File: src/rtl/asc_pkg.sv
// Purpose: shared constants for the converter sequencer block
// Assumes: 25 MHz system clock, AXI4-Lite register access
// Notes:   register offsets are byte addresses of aligned words
package asc_pkg;
  // register byte offsets
  localparam logic [4:0] ASC_OFF_CTRL  = 5'h00;
  localparam logic [4:0] ASC_OFF_CLK   = 5'h04;
  localparam logic [4:0] ASC_OFF_IRQ   = 5'h08;
  localparam logic [4:0] ASC_OFF_RESLO = 5'h0C;
  localparam logic [4:0] ASC_OFF_RESHI = 5'h10;
  localparam logic [4:0] ASC_OFF_DIR   = 5'h14;
  // control register fields
  localparam int ASC_CTRL_CH_LSB  = 0;
  localparam int ASC_CTRL_PIN_LSB = 3;
  localparam int ASC_CTRL_START   = 6;
  localparam int ASC_CTRL_BUSY    = 7;
  localparam int ASC_CTRL_PWROFF  = 8;
  // interrupt register fields
  localparam int ASC_IRQ_FLAG = 0;
  localparam int ASC_IRQ_EN   = 1;
  localparam int ASC_IRQ_GEN  = 2;
  // reset values
  localparam logic [2:0] ASC_RST_CH   = 3'h0;
  localparam logic [2:0] ASC_RST_PIN  = 3'h0;
  localparam logic [1:0] ASC_RST_DIV  = 2'h0;
  localparam logic [3:0] ASC_RST_DIR  = 4'hF;
  localparam logic       ASC_RST_BUSY = 1'b1;
  // divider codes and ratios
  localparam logic [1:0] ASC_DIV_2_CODE  = 2'h0;
  localparam logic [1:0] ASC_DIV_8_CODE  = 2'h1;
  localparam logic [1:0] ASC_DIV_32_CODE = 2'h2;
  localparam logic [4:0] ASC_DIV_2_LAST  = 5'h01;
  localparam logic [4:0] ASC_DIV_8_LAST  = 5'h07;
  localparam logic [4:0] ASC_DIV_32_LAST = 5'h1F;
  // conversion length in converter clock periods
  localparam logic [3:0] ASC_CONV_TICKS  = 4'hD;
  localparam logic [2:0] ASC_PIN_ALL     = 3'h4;
  // sequencer states
  typedef enum logic [2:0] {
    ASC_IDLE = 3'b001,
    ASC_HOLD = 3'b010,
    ASC_CONV = 3'b100
  } asc_state_t;
endpackage

File: src/rtl/asc_clk_div.sv
// Purpose: converter clock tick generator
// Assumes: clear restarts the period so counts align with conversion
// Notes:   reserved code produces no ticks, so a conversion stalls
module asc_clk_div
  import asc_pkg::*;
(
  // clock and reset
  input  wire logic       clk,
  input  wire logic       rst_b,
  // control
  input  wire logic       clr,
  input  wire logic [1:0] div_sel,
  // one-cycle tick per converter period
  output logic            tick
);
  logic [4:0] cnt;       // position within period
  logic [4:0] next_cnt;  // next position
  logic [4:0] last;      // final count for ratio
  logic       valid_sel; // code is defined

  // ratio lookup
  always_comb begin
    valid_sel = 1'b1;
    unique case (div_sel)
      ASC_DIV_2_CODE:  last = ASC_DIV_2_LAST;
      ASC_DIV_8_CODE:  last = ASC_DIV_8_LAST;
      ASC_DIV_32_CODE: last = ASC_DIV_32_LAST;
      default: begin
        last      = ASC_DIV_32_LAST;
        valid_sel = 1'b0;
      end
    endcase
    tick     = valid_sel && (cnt == last) && !clr;
    next_cnt = (clr || tick || !valid_sel) ? 5'h00 : cnt + 5'h01;
  end

  // period counter
  always_ff @(posedge clk or negedge rst_b) begin
    if (!rst_b) begin
      cnt <= 5'h00;
    end else begin
      cnt <= next_cnt;
    end
  end
endmodule

File: src/rtl/asc_top.sv
// Purpose: converter channel, pin and conversion sequencing control
// Assumes: AXI4-Lite master, analog front end outside this block
// Notes:   registers answer one cycle after a request is complete
module asc_top
  import asc_pkg::*;
(
  // clock and reset
  input  wire logic        clk,
  input  wire logic        rst_b,
  // axi4-lite write address and data
  input  wire logic        s_axi_awvalid,
  output logic             s_axi_awready,
  input  wire logic [4:0]  s_axi_awaddr,
  input  wire logic        s_axi_wvalid,
  output logic             s_axi_wready,
  input  wire logic [31:0] s_axi_wdata,
  input  wire logic [3:0]  s_axi_wstrb,
  // axi4-lite write response
  output logic             s_axi_bvalid,
  input  wire logic        s_axi_bready,
  output logic [1:0]       s_axi_bresp,
  // axi4-lite read
  input  wire logic        s_axi_arvalid,
  output logic             s_axi_arready,
  input  wire logic [4:0]  s_axi_araddr,
  output logic             s_axi_rvalid,
  input  wire logic        s_axi_rready,
  output logic [31:0]      s_axi_rdata,
  output logic [1:0]       s_axi_rresp,
  // analog converter core
  output logic [1:0]       analog_channel,
  output logic             converter_reset,
  output logic             converter_power_down,
  input  wire logic [8:0]  converter_data,
  // shared port pins
  input  wire logic [3:0]  pull_high_cfg,
  output logic [3:0]       analog_pin_en,
  output logic [3:0]       pull_high_en,
  output logic [3:0]       pin_input_mode,
  // interrupt request toward controller
  output logic             converter_irq
);
  // reset release through two flops
  logic rst_meta_b;
  logic rst_sync_b;
  always_ff @(posedge clk or negedge rst_b) begin
    if (!rst_b) begin
      rst_meta_b <= 1'b0;
      rst_sync_b <= 1'b0;
    end else begin
      rst_meta_b <= 1'b1;
      rst_sync_b <= rst_meta_b;
    end
  end

  // software state
  logic [2:0] channel_select;          // converter input pick
  logic [2:0] pin_config_select;       // analog pin set
  logic       start;                   // start bit
  logic       converter_power_off_bit; // extra power-off
  logic [1:0] clock_divide_sel;        // hi and lo divide bits
  logic [3:0] port_b_direction_reg;    // 1 = input
  logic       global_irq_enable;
  logic       converter_irq_enable;
  logic       irq_flag;                // sticky completion flag
  logic       conversion_busy_flag;
  logic [7:0] conversion_result_low;
  logic [7:0] conversion_result_high;
  logic [2:0] next_channel_select;
  logic [2:0] next_pin_config_select;
  logic       next_start;
  logic       next_power_off;
  logic [1:0] next_clock_divide_sel;
  logic [3:0] next_direction;
  logic       next_global_irq_enable;
  logic       next_converter_irq_enable;
  logic       next_irq_flag;
  logic       next_busy;
  logic [7:0] next_result_low;
  logic [7:0] next_result_high;

  // bus state
  logic        aw_full;     // address captured
  logic        w_full;      // data captured
  logic [4:0]  aw_addr;
  logic [31:0] w_data;
  logic [3:0]  w_strb;
  logic        next_aw_full;
  logic        next_w_full;
  logic [4:0]  next_aw_addr;
  logic [31:0] next_w_data;
  logic [3:0]  next_w_strb;
  logic        next_bvalid;
  logic [1:0]  next_bresp;
  logic        next_rvalid;
  logic [31:0] next_rdata;
  logic [1:0]  next_rresp;
  logic        wr_go;       // write performed this cycle
  logic        wr_hit;      // write address mapped

  // sequencer state
  asc_state_t state;
  asc_state_t next_state;
  logic [3:0] tick_cnt;
  logic [3:0] next_tick_cnt;
  logic       start_q;      // start seen last cycle
  logic       start_rise;
  logic       conv_tick;
  logic       conv_done;
  logic       powered_off;

  // write and read channel handshakes
  always_comb begin
    s_axi_awready = !aw_full;
    s_axi_wready  = !w_full;
    s_axi_arready = !s_axi_rvalid;
    next_aw_full  = aw_full;
    next_w_full   = w_full;
    next_aw_addr  = aw_addr;
    next_w_data   = w_data;
    next_w_strb   = w_strb;
    if (s_axi_awvalid && !aw_full) begin
      next_aw_full = 1'b1;
      next_aw_addr = s_axi_awaddr;
    end
    if (s_axi_wvalid && !w_full) begin
      next_w_full = 1'b1;
      next_w_data = s_axi_wdata;
      next_w_strb = s_axi_wstrb;
    end
    // one write in flight: wait for the response to drain
    wr_go  = aw_full && w_full && !s_axi_bvalid;
    wr_hit = (aw_addr <= ASC_OFF_DIR) && (aw_addr[1:0] == 2'h0);
    next_bvalid = s_axi_bvalid && !s_axi_bready;
    next_bresp  = s_axi_bresp;
    if (wr_go) begin
      next_aw_full = 1'b0;
      next_w_full  = 1'b0;
      next_bvalid  = 1'b1;
      next_bresp   = wr_hit ? 2'b00 : 2'b10;
    end
    // read mux, unmapped answers slave error and zero
    next_rvalid = s_axi_rvalid && !s_axi_rready;
    next_rdata  = s_axi_rdata;
    next_rresp  = s_axi_rresp;
    if (s_axi_arvalid && !s_axi_rvalid) begin
      next_rvalid = 1'b1;
      next_rresp  = 2'b00;
      next_rdata  = 32'h0000_0000;
      unique case (s_axi_araddr)
        ASC_OFF_CTRL: begin
          next_rdata[ASC_CTRL_CH_LSB +: 3]  = channel_select;
          next_rdata[ASC_CTRL_PIN_LSB +: 3] = pin_config_select;
          next_rdata[ASC_CTRL_START]        = start;
          next_rdata[ASC_CTRL_BUSY]         = conversion_busy_flag;
          next_rdata[ASC_CTRL_PWROFF]       = converter_power_off_bit;
        end
        ASC_OFF_CLK:   next_rdata[1:0] = clock_divide_sel;
        ASC_OFF_IRQ: begin
          next_rdata[ASC_IRQ_FLAG] = irq_flag;
          next_rdata[ASC_IRQ_EN]   = converter_irq_enable;
          next_rdata[ASC_IRQ_GEN]  = global_irq_enable;
        end
        ASC_OFF_RESLO: next_rdata[7:0] = conversion_result_low;
        ASC_OFF_RESHI: next_rdata[7:0] = conversion_result_high;
        ASC_OFF_DIR:   next_rdata[3:0] = port_b_direction_reg;
        default:       next_rresp      = 2'b10;
      endcase
    end
  end

  // bus registers
  always_ff @(posedge clk or negedge rst_sync_b) begin
    if (!rst_sync_b) begin
      aw_full      <= 1'b0;
      w_full       <= 1'b0;
      aw_addr      <= 5'h00;
      w_data       <= 32'h0000_0000;
      w_strb       <= 4'h0;
      s_axi_bvalid <= 1'b0;
      s_axi_bresp  <= 2'b00;
      s_axi_rvalid <= 1'b0;
      s_axi_rdata  <= 32'h0000_0000;
      s_axi_rresp  <= 2'b00;
    end else begin
      aw_full      <= next_aw_full;
      w_full       <= next_w_full;
      aw_addr      <= next_aw_addr;
      w_data       <= next_w_data;
      w_strb       <= next_w_strb;
      s_axi_bvalid <= next_bvalid;
      s_axi_bresp  <= next_bresp;
      s_axi_rvalid <= next_rvalid;
      s_axi_rdata  <= next_rdata;
      s_axi_rresp  <= next_rresp;
    end
  end

  // converter clock ticks restart on each conversion entry
  asc_clk_div u_div (
    .clk     (clk),
    .rst_b   (rst_sync_b),
    .clr     (state != ASC_CONV),
    .div_sel (clock_divide_sel),
    .tick    (conv_tick)
  );

  // sequencer next state
  always_comb begin
    start_rise    = start && !start_q;
    // zero pin code also powers down
    powered_off   = (pin_config_select == 3'h0) || converter_power_off_bit;
    next_state    = state;
    next_tick_cnt = tick_cnt;
    conv_done     = 1'b0;
    unique case (state)
      ASC_IDLE: begin
        if (start_rise && !powered_off) begin
          next_state = ASC_HOLD;
        end
      end
      // hold in reset while start high
      ASC_HOLD: begin
        if (powered_off) begin
          next_state = ASC_IDLE;
        end else if (!start) begin
          next_state    = ASC_CONV;
          next_tick_cnt = 4'h0;
        end
      end
      ASC_CONV: begin
        if (powered_off) begin
          next_state = ASC_IDLE;
        end else if (start_rise) begin
          next_state = ASC_HOLD;
        end else if (conv_tick) begin
          next_tick_cnt = tick_cnt + 4'h1;
          if (tick_cnt == ASC_CONV_TICKS - 4'h1) begin
            next_state = ASC_IDLE;
            conv_done  = 1'b1;
          end
        end
      end
    endcase
  end

  // sequencer registers
  always_ff @(posedge clk or negedge rst_sync_b) begin
    if (!rst_sync_b) begin
      state    <= ASC_IDLE;
      tick_cnt <= 4'h0;
      start_q  <= 1'b0;
    end else begin
      state    <= next_state;
      tick_cnt <= next_tick_cnt;
      start_q  <= start;
    end
  end

  // software register next values
  always_comb begin
    next_channel_select       = channel_select;
    next_pin_config_select    = pin_config_select;
    next_start                = start;
    next_power_off            = converter_power_off_bit;
    next_clock_divide_sel     = clock_divide_sel;
    next_direction            = port_b_direction_reg;
    next_global_irq_enable    = global_irq_enable;
    next_converter_irq_enable = converter_irq_enable;
    next_irq_flag             = irq_flag;
    next_busy                 = conversion_busy_flag;
    next_result_low           = conversion_result_low;
    next_result_high          = conversion_result_high;
    if (wr_go && w_strb[0]) begin
      unique case (aw_addr)
        ASC_OFF_CTRL: begin
          next_channel_select    = w_data[ASC_CTRL_CH_LSB +: 3];
          next_pin_config_select = w_data[ASC_CTRL_PIN_LSB +: 3];
          next_start             = w_data[ASC_CTRL_START];
        end
        ASC_OFF_CLK:  next_clock_divide_sel = w_data[1:0];
        ASC_OFF_IRQ: begin
          next_converter_irq_enable = w_data[ASC_IRQ_EN];
          next_global_irq_enable    = w_data[ASC_IRQ_GEN];
          // write one clears the flag
          next_irq_flag = irq_flag && !w_data[ASC_IRQ_FLAG];
        end
        ASC_OFF_DIR:  next_direction = w_data[3:0];
        default:      next_direction = port_b_direction_reg;
      endcase
    end
    if (wr_go && w_strb[1] && aw_addr == ASC_OFF_CTRL) begin
      next_power_off = w_data[ASC_CTRL_PWROFF];
    end
    // busy forced on by start rise
    if (start_rise || state == ASC_HOLD) begin
      next_busy = 1'b1;
    end
    // selection change keeps old busy, no recheck
    if (conv_done) begin
      next_busy     = 1'b0;
      next_irq_flag = 1'b1;
      next_result_high = converter_data[8:1];
      next_result_low  = {converter_data[0], 7'h00};
    end
  end

  // software registers
  always_ff @(posedge clk or negedge rst_sync_b) begin
    if (!rst_sync_b) begin
      channel_select          <= ASC_RST_CH;
      pin_config_select       <= ASC_RST_PIN;
      start                   <= 1'b0;
      converter_power_off_bit <= 1'b0;
      clock_divide_sel        <= ASC_RST_DIV;
      port_b_direction_reg    <= ASC_RST_DIR;
      global_irq_enable       <= 1'b0;
      converter_irq_enable    <= 1'b0;
      irq_flag                <= 1'b0;
      conversion_busy_flag    <= ASC_RST_BUSY;
      conversion_result_low   <= 8'h00;
      conversion_result_high  <= 8'h00;
    end else begin
      channel_select          <= next_channel_select;
      pin_config_select       <= next_pin_config_select;
      start                   <= next_start;
      converter_power_off_bit <= next_power_off;
      clock_divide_sel        <= next_clock_divide_sel;
      port_b_direction_reg    <= next_direction;
      global_irq_enable       <= next_global_irq_enable;
      converter_irq_enable    <= next_converter_irq_enable;
      irq_flag                <= next_irq_flag;
      conversion_busy_flag    <= next_busy;
      conversion_result_low   <= next_result_low;
      conversion_result_high  <= next_result_high;
    end
  end

  // pin and converter outputs
  always_comb begin
    // one of four inputs feeds the converter
    // top channel bit ignored by the mux
    analog_channel       = channel_select[1:0];
    converter_reset      = (state == ASC_HOLD);
    converter_power_down = powered_off;
    analog_pin_en = (pin_config_select >= ASC_PIN_ALL) ? 4'hF :
                    4'((5'h01 << pin_config_select) - 5'h01);
    pull_high_en   = pull_high_cfg & ~analog_pin_en;
    pin_input_mode = port_b_direction_reg | analog_pin_en;
    converter_irq  = irq_flag && global_irq_enable && converter_irq_enable;
  end
endmodule

File: config.mk
export PLATFORM = sky130hd
export DESIGN_NAME = asc_top
export DESIGN_NICKNAME = d
export VERILOG_FILES = /design/src/rtl/asc_pkg.sv /design/src/rtl/asc_clk_div.sv /design/src/rtl/asc_top.sv
export SDC_FILE = /design/constraint.sdc
export NUM_CORES = 1
export LEC_CHECK = 0
export BUFFER_PORTS_ARGS = -buffer_cell sky130_fd_sc_hd__buf_4
export CORE_AREA = 2 2 107 83
export CTS_BUF_LIST = sky130_fd_sc_hd__clkbuf_4 sky130_fd_sc_hd__clkbuf_8
export CTS_CLUSTER_DIAMETER = 80
export CTS_CLUSTER_SIZE = 20
export DETAILED_ROUTE_END_ITERATION = 8
export DIE_AREA = 0 0 109 85
export HOLD_SLACK_MARGIN = 0.03
export PLACE_DENSITY = 0.82
export SYNTH_ARGS = -nofsm -noshare
export SYNTH_HDL_FRONTEND = slang
export SYNTH_SLANG_ARGS = --single-unit
File: constraint.sdc
create_clock -name clk -period 2.8 [get_ports clk]
set_input_delay 0 -clock clk [delete_from_list [all_inputs] [get_ports clk]]
set_output_delay 0 -clock clk [all_outputs]
set_load 0.02 [all_outputs]
==> results_dict.tcl, run 1 <==
set metrics [dict create \
    setup_viol 0 \
    die_h_um 85 \
    clock_skew_ns 0.0191 \
    dieArea_um2 9270 \
    drv_cap 0 \
    rsz0062_at_grt "false" \
    outcome "finished, final reports clean" \
    final_core_util_pct 56.6 \
    worstHoldPathCells 3 \
    worstRegToRegCells 5 \
    netlist.area_leader.share_pct 46.1 \
    drv_slew 0 \
    ir_worst_vdd_mv 0.502 \
    dr.pass1.iters 4 \
    arrival_ns 2.26 \
    synth_cells 325 \
    dp_hpwl_um 5500 \
    critPathKind "flip-flop to output pin" \
    tritoncts "done" \
    largest_reg_flops 9 \
    diodes 0 \
    netSwitchingFraction_pct 35.2 \
    avgSynthCellArea_um2 11.0 \
    setup_tns_ns 0 \
    clkPwrFrac_pct 22.5 \
    initial_core_util_pct 43.5 \
    synth_ff_type "dfrtp_1" \
    r2r_start "clock_divide_sel[1]$_DFFE_PN0P_" \
    crit_path_max_fanout 10 \
    seq_power_share_pct 42.6 \
    grt_start_max_net_pins 37 \
    place_area_um2 4120 \
    end_kind "output pin" \
    detail_route.wl_per_cell_um 14.1 \
    post-cts-setup-buffer-count 0 \
    yosysSeqAreaShare_pct 50.5 \
    synth_edf_count 0 \
    fmax_mhz 443 \
    synth_most_common_cell "dfrtp_1" \
    drt-initial-drc-count 112 \
    top_regs "s_axi_rdata (9), conversion_result_high (8), w_data (8)" \
    drtAntennaViolNets 0 \
    synth_warnings 0 \
    min_period_ns 2.26 \
    core_region_area_um2 8240 \
    htreeDepth 3 \
    hold_path_end "s_axi_rdata[7]$_DFFE_PN0P_" \
    async_reset_ff_share_pct 100 \
    wirelength_um 7670 \
    grt.total_usage_pct 17.7 \
    remaining_drc_errors 0 \
    max_slew_margin_pct 51.4 \
    p_int_uw 2350 \
    synth_top_cells_by_area "dfrtp_1 46%, mux2_2 9.1%, buf_4 5.9%" \
    io_pins 124 \
    cts_root_buffer "clkbuf_8" \
    synth_top_cell_by_area "dfrtp_1" \
    ys_ff_latch 72 \
    cts_made_buffers 9 \
    drive_gt1_share_pct 33.0 \
    dr_total_vias 2665 \
    grt_pass1_wl_um 12600 \
    cp-start-kind "flip-flop" \
    design_area_um2 4660 \
    worstSkewPairLatency_ns 0.34 \
    finalHoldViolCount 0 \
    nets 502 \
    power_density_nw_per_um2 779 \
    required_ns 2.80 \
    port_buffers 72 \
    overflow 0 \
    ys_types 55 \
    vias_per_cell 4.89 \
    synth_area_um2 3580 \
    r2r_slack_ns 0.66 \
    fin_crit_sh_pct 80.6 \
    rows 29 \
    gp_congestion 0.832 \
    die_w_um 109 \
    synth_common_cells "66 x dfrtp_1, 29 x mux2_2, 28 x buf_4" \
    grt_pass1_vias 2668 \
    area_growth_pct 30.1 \
    clk_pin_slew_worst_paths_ns 0.08 \
    switchingPower_uw 1280 \
    tightest_slew_ns 0.723 \
    min-delay-start "s_axi_araddr[2]" \
    cts_sinks 72 \
    top_register "s_axi_rdata" \
    timing.rr.end "conversion_result_high[7]$_DFFE_PN0P_" \
    p_comb_share_pct 34.9 \
    antenna_found_initial 0 \
    clk_path_buf_depth 2 \
    leakagePower_uw 0.00223 \
    hp-class "input port to flip-flop" \
]
routing by layer:
layer / part of all wire, % / wire length (um) / track usage (%) / vias to the layer above
met5: 0 / 0 / 0 / -
met4: 2.2 / 167 / 6.99 / 0
met3: 6.5 / 502 / 4.92 / 16
met2: 47 / 3570 / 27.8 / 101
met1: 45 / 3430 / 23.1 / 1266
li1: - / - / - / 1282
worst max-delay path by stage:
| stage | start | endpoint | slack [ns] | depth (start not counted) |
|---|---|---|---|---|
| 2_1_floorplan | rst_sync_b$_DFF_PN0_ | aw_addr[0]$_DFFE_PN0P_ | 0.66 | 0 |
| 3_3_place_gp | clock_divide_sel[1]$_DFFE_PN0P_ | conversion_result_low[7]$_DFFE_PN0P_ | 0.73 | 5 |
| 3_5_place_dp | clock_divide_sel[1]$_DFFE_PN0P_ | conversion_result_high[3]$_DFFE_PN0P_ | 0.67 | 5 |
| 4_1_cts | pin_config_select[2]$_DFFE_PN0P_ | pin_input_mode[2] | 0.53 | 6 |
| 5_1_grt | pin_config_select[2]$_DFFE_PN0P_ | pull_high_en[2] | 0.37 | 7 |
| 6_report | pin_config_select[2]$_DFFE_PN0P_ | pin_input_mode[2] | 0.54 | 6 |
cell usage in the layout, fill, tap and decap left out, types with 3 or more instances in the layout:
| cell type | synthesis | layout |
|---|---|---|
| o21ai_0 | 13 | 13 |
| xnor2_1 | 3 | 3 |
| dfstp_2 | 6 | 6 |
| clkbuf_8 | 0 | 9 |
| clkbuf_4 | 0 | 3 |
| inv_1 | 19 | 19 |
| nor3_1 | 5 | 5 |
| dfrtp_1 | 66 | 65 |
| conb_1 | 2 | 26 |
| nand3_1 | 8 | 8 |
| a31oi_1 | 5 | 5 |
| nand2b_1 | 6 | 6 |
| nand2_1 | 19 | 19 |
| mux2_4 | 8 | 8 |
| mux2i_1 | 9 | 9 |
| a21oi_1 | 4 | 4 |
| nor2b_1 | 9 | 9 |
| o31ai_1 | 4 | 4 |
| dlygate4sd3_1 | 0 | 35 |
| nor2_1 | 23 | 23 |
| or2_2 | 3 | 3 |
| mux2_2 | 29 | 29 |
| ha_1 | 4 | 4 |
| and2_1 | 3 | 3 |
| buf_4 | 28 | 75 |
kinds of logic (layout without fill, tap and decap cells):
family	after synthesis	after routing	synth area share, %
buf+inv	57	145	9.11
simple gates	90	90	13.1
compound gates	49	49	9.46
mux	46	46	15.0
xor+xnor	5	5	1.22
other cells	2	26	0.210
fa+ha+maj	4	4	1.40
flops	72	72	50.5
repair_timing:
| action | 4_1_cts | 5_1_grt |
|---|---|---|
| endpoints found under the hold margin | 34 | 0 |
| resized for setup | 0 | 0 |
| hold buffers | 35 | 0 |
through the flow:
step,cells,worst slack (ns),hold WS (ns),power [uW]
floorplan,349,0.657,-0.296,2360
detailed placement,494,0.666,-0.217,2790
finish,545,0.542,0.0702,3630
CTS,545,0.529,0.0515,3660
global placement,494,0.732,-0.218,2740
global route,545,0.369,0.108,3860
final cells by class:
class,instances,area [um^2]
Fill cell,670,3570
Sequential cell,72,1810
Multi-Input combinational cell,220,1540
Timing Repair Buffer,110,913
Clock buffer,12,146
Tap cell,108,135
Inverter,19,71.3
Clock inverter,4,48.8
critical path: stages, from the launching register on:
cell and delay (ns):
dfrtp_1 0.48, nor3_1 0.48, inv_1 0.10, ha_1 0.22
xnor2_1 0.15, or3_1 0.33, buf_4 0.17
power groups by stage:
stage	clock [uW]	sequential, uW	combinational (uW)
2_1_floorplan	0	1520	839
3_3_place_gp	0	1550	1190
3_5_place_dp	0	1560	1230
4_1_cts	840	1540	1280
5_1_grt	877	1590	1390
6_report	816	1550	1270
(Power assumes the default switching activity.)
==> run 2, diff against run 1 <==
--- a/config.mk
+++ b/config.mk
@@ -5,6 +5,7 @@
 export SDC_FILE = /design/constraint.sdc
 export NUM_CORES = 1
 export LEC_CHECK = 0
+export ABC_AREA = 1
 export BUFFER_PORTS_ARGS = -buffer_cell sky130_fd_sc_hd__buf_4
 export CORE_AREA = 2 2 107 83
 export CTS_BUF_LIST = sky130_fd_sc_hd__clkbuf_4 sky130_fd_sc_hd__clkbuf_8
@@ -13,7 +14,7 @@
 export DETAILED_ROUTE_END_ITERATION = 8
 export DIE_AREA = 0 0 109 85
 export HOLD_SLACK_MARGIN = 0.03
-export PLACE_DENSITY = 0.82
+export PLACE_DENSITY = 0.86
 export SYNTH_ARGS = -nofsm -noshare
 export SYNTH_HDL_FRONTEND = slang
 export SYNTH_SLANG_ARGS = --single-unit
==> constraint.sdc (replaced) <==
create_clock -name clk -period 1.8 [get_ports clk]
set_input_delay 0 -clock clk [delete_from_list [all_inputs] [get_ports clk]]
set_output_delay 0 -clock clk [all_outputs]
set_load 0.02 [all_outputs]
==> run 2 against run 1 <==
The run now ends with negative setup slack left; non-clock buffer count grew 10; via count grew 18%; first-iteration DRC count rose by 29%; register-to-register slack worse by 0.57 ns; wire length up 17%; die area is the same; clock-buffer cell count decreased by 2; synthesized area grew 1.3%; hold slack worse by 0.0043 ns; critical path type unchanged; largest cell class unchanged.
==> results_dict.tcl, run 2 <==
set metrics [dict create \
    path_common_cell "inv_2" \
    port_buffers 72 \
    grt_start_max_net_pins 30 \
    synth_edf_count 0 \
    dr_total_vias 3156 \
    worst-path-stages 8 \
    remaining_drc_errors 0 \
    die_h_um 85 \
    diodes 0 \
    synth_area_um2 3630 \
    vias_per_cell 4.82 \
    dp_hpwl_um 5960 \
    tightest_slew_ns 0.524 \
    crit_end "pin_input_mode[2]" \
    avgSynthCellArea_um2 8.62 \
    violations "negative setup slack" \
    hp-class "input port to flip-flop" \
    async_reset_ff_share_pct 100 \
    finalHoldViolCount 0 \
    synth_ff_type "dfrtp_1" \
    crit_slowest_cell "dfrtp_1" \
    netlist.area_leader.share_pct 45.5 \
    drtAntennaViolNets 0 \
    rsz0062_at_grt "true" \
    synth_cells 421 \
    final_cells 655 \
    cp-start-kind "flip-flop" \
    area_growth_pct 34.4 \
    end_kind "output pin" \
    yosysSeqAreaShare_pct 49.9 \
    cts_made_buffers 9 \
    synth_top_cells_by_area "dfrtp_1 46%, nand2_1 8.9%, inv_1 5.9%" \
    drt-initial-drc-count 144 \
    timing.rr.end "conversion_result_low[7]$_DFFE_PN0P_" \
    top_regs "s_axi_rdata (9), conversion_result_high (8), w_data (8)" \
    slowest_delay_ns 0.40 \
    dr.pass1.iters 4 \
    r2r_start "pin_config_select[1]$_DFFE_PN0P_" \
    drv_cap 0 \
    htreeDepth 3 \
    drive_gt1_share_pct 29.4 \
    synth_warnings 0 \
    clk_pin_slew_worst_paths_ns 0.08 \
    wirelength_um 8940 \
    mostFrequentLayoutCells "86 x buf_4, 85 x nand2_1, 64 x dfrtp_1, 54 x inv_1, 39 x nor2_1" \
    worst_hold_slack_ns 0.0660 \
    synth_common_cells "86 x nand2_1, 66 x dfrtp_1, 57 x inv_1" \
    path_cells "inv_2 > nand3_4 > ha_4 > o21ai_2 > o21a_1 > inv_2 > or2_4 > buf_6" \
    grt.total_usage_pct 20.1 \
    worstSkewPairLatency_ns 0.36 \
    place_ws_ns 0.147 \
    synth_most_common_cell "nand2_1" \
    final_core_util_pct 59.2 \
    max_slew_margin_pct 65.0 \
    cts_root_buffer "clkbuf_8" \
    ys_types 38 \
    leakagePower_uw 0.00243 \
    ys_ff_latch 72 \
    r2r_slack_ns 0.09 \
    outcome "finished, violations left" \
    nets 612 \
    dieArea_um2 9270 \
    tritoncts "done" \
    required_ns 1.80 \
    critPathKind "flip-flop to output pin" \
    clk_path_buf_depth 2 \
    arrival_ns 1.82 \
    grt_pass1_wl_um 14400 \
    crit_path_max_fanout 4 \
    worst_slack_ns -0.0161 \
    io_pins 124 \
    final_common_cell "buf_4" \
    drv_slew 0 \
    initial_core_util_pct 44.1 \
    setup_viol 1 \
    largest_reg_flops 9 \
    fin_crit_sh_pct 101 \
    min_period_ns 1.82 \
    rows 29 \
    overflow 0 \
    cts_sinks 72 \
    worstRegToRegCells 11 \
    setup.worst_path.start "pin_config_select[1]$_DFFE_PN0P_" \
    total_power_uw 5770 \
    cp_num_buf_inv 3 \
    top_register "s_axi_rdata" \
    dpl.cell_count 595 \
    synth_top_cell_by_area "dfrtp_1" \
    grt_pass1_vias 3114 \
    gp_congestion 0.815 \
    die_w_um 109 \
    detail_route.wl_per_cell_um 13.6 \
    core_region_area_um2 8240 \
    critPathTopFamily "flip-flops" \
    nFillCells 667 \
    clock_skew_ns 0.0126 \
    antenna_found_initial 0 \
    power_density_nw_per_um2 1180 \
    ir_worst_vdd_mv 0.734 \
    fmax_mhz 551 \
]
run 2: changes by cell type after synthesis, moves of 8 or more:
cell,previous run,this run
nand2_1,19,86
inv_1,19,57
mux2_2,29,6
o21ai_0,13,33
nor2_1,23,39
a21oi_1,4,18
o21ai_2,0,11
nand3_1,8,18
mux2i_1,9,0
nor2b_1,9,0
mux2_4,8,0
run 2: kinds of logic after synthesis:
kind of cell	share of synthesized area (%)
compound gates	10.9
xor+xnor	1.21
fa+ha+maj	1.38
buf+inv	13.5
flops	49.9
mux	1.86
other cells	0.207
simple gates	21.1
run 2: per-layer routing:
layer / global-route usage [%] / wire length, um
met5: 0 / 0
met4: 3.85 / 97
met3: 6.14 / 663
met2: 34.7 / 4490
met1: 25.2 / 3680
run 2: power by group:
part | switching [uW] | internal (uW) | leakage [uW]
sequential | 300 | 2060 | 0.000862
combinational | 1140 | 801 | 0.00145
clock | 645 | 823 | 0.000113
total | 2080 | 3690 | 0.00243
run 2: cell type report:
cell class / instances / area [um^2] / area share (%)
inverters: 62 / 239 / 4.90
clock inverters: 6 / 90.1 / 1.85
clock buffers: 10 / 138 / 2.82
well taps: 108 / 135 / 2.77
repair buffers: 120 / 1010 / 20.7
multi-input cells: 277 / 1460 / 29.8
flip-flops and latches: 72 / 1810 / 37.1
run 2: per-stage QoR:
| stage | area, um^2 | TNS [ns] |
|---|---|---|
| detailed placement | 4200 | 0 |
| global route | 4880 | -0.156 |
| floorplan | 3720 | 0 |
| finish | 4880 | -0.0161 |
| CTS | 4820 | 0 |
| global placement | 4200 | 0 |
run 2: worst min path at each step:
stage,slack (ns),cells past startpoint,end,startpoint
floorplan,-0.30,0,rst_meta_b$_DFF_PN0_,rst_b
CTS,0.05,4,s_axi_rdata[1]$_DFFE_PN0P_,s_axi_araddr[4]
global placement,-0.21,1,rst_meta_b$_DFF_PN0_,rst_b
finish,0.07,4,s_axi_rdata[1]$_DFFE_PN0P_,s_axi_araddr[4]
global route,0.09,5,s_axi_rdata[7]$_DFFE_PN0P_,s_axi_araddr[2]
detailed placement,-0.21,1,rst_meta_b$_DFF_PN0_,rst_b
run 2: what timing repair did:
action	4_1_cts	5_1_grt
hold endpoints to repair	29	0
setup endpoints to repair	3	2
hold buffers	30	0
gates resized for setup	8	7
setup buffers	9	5
pin swaps	2	3
run 2: tightest hold or removal path, delay by kind of cell:
family,cells,cell delay (ns)
compound gates,2,0.23
simple gates,1,0.05
buf+inv,1,0.10
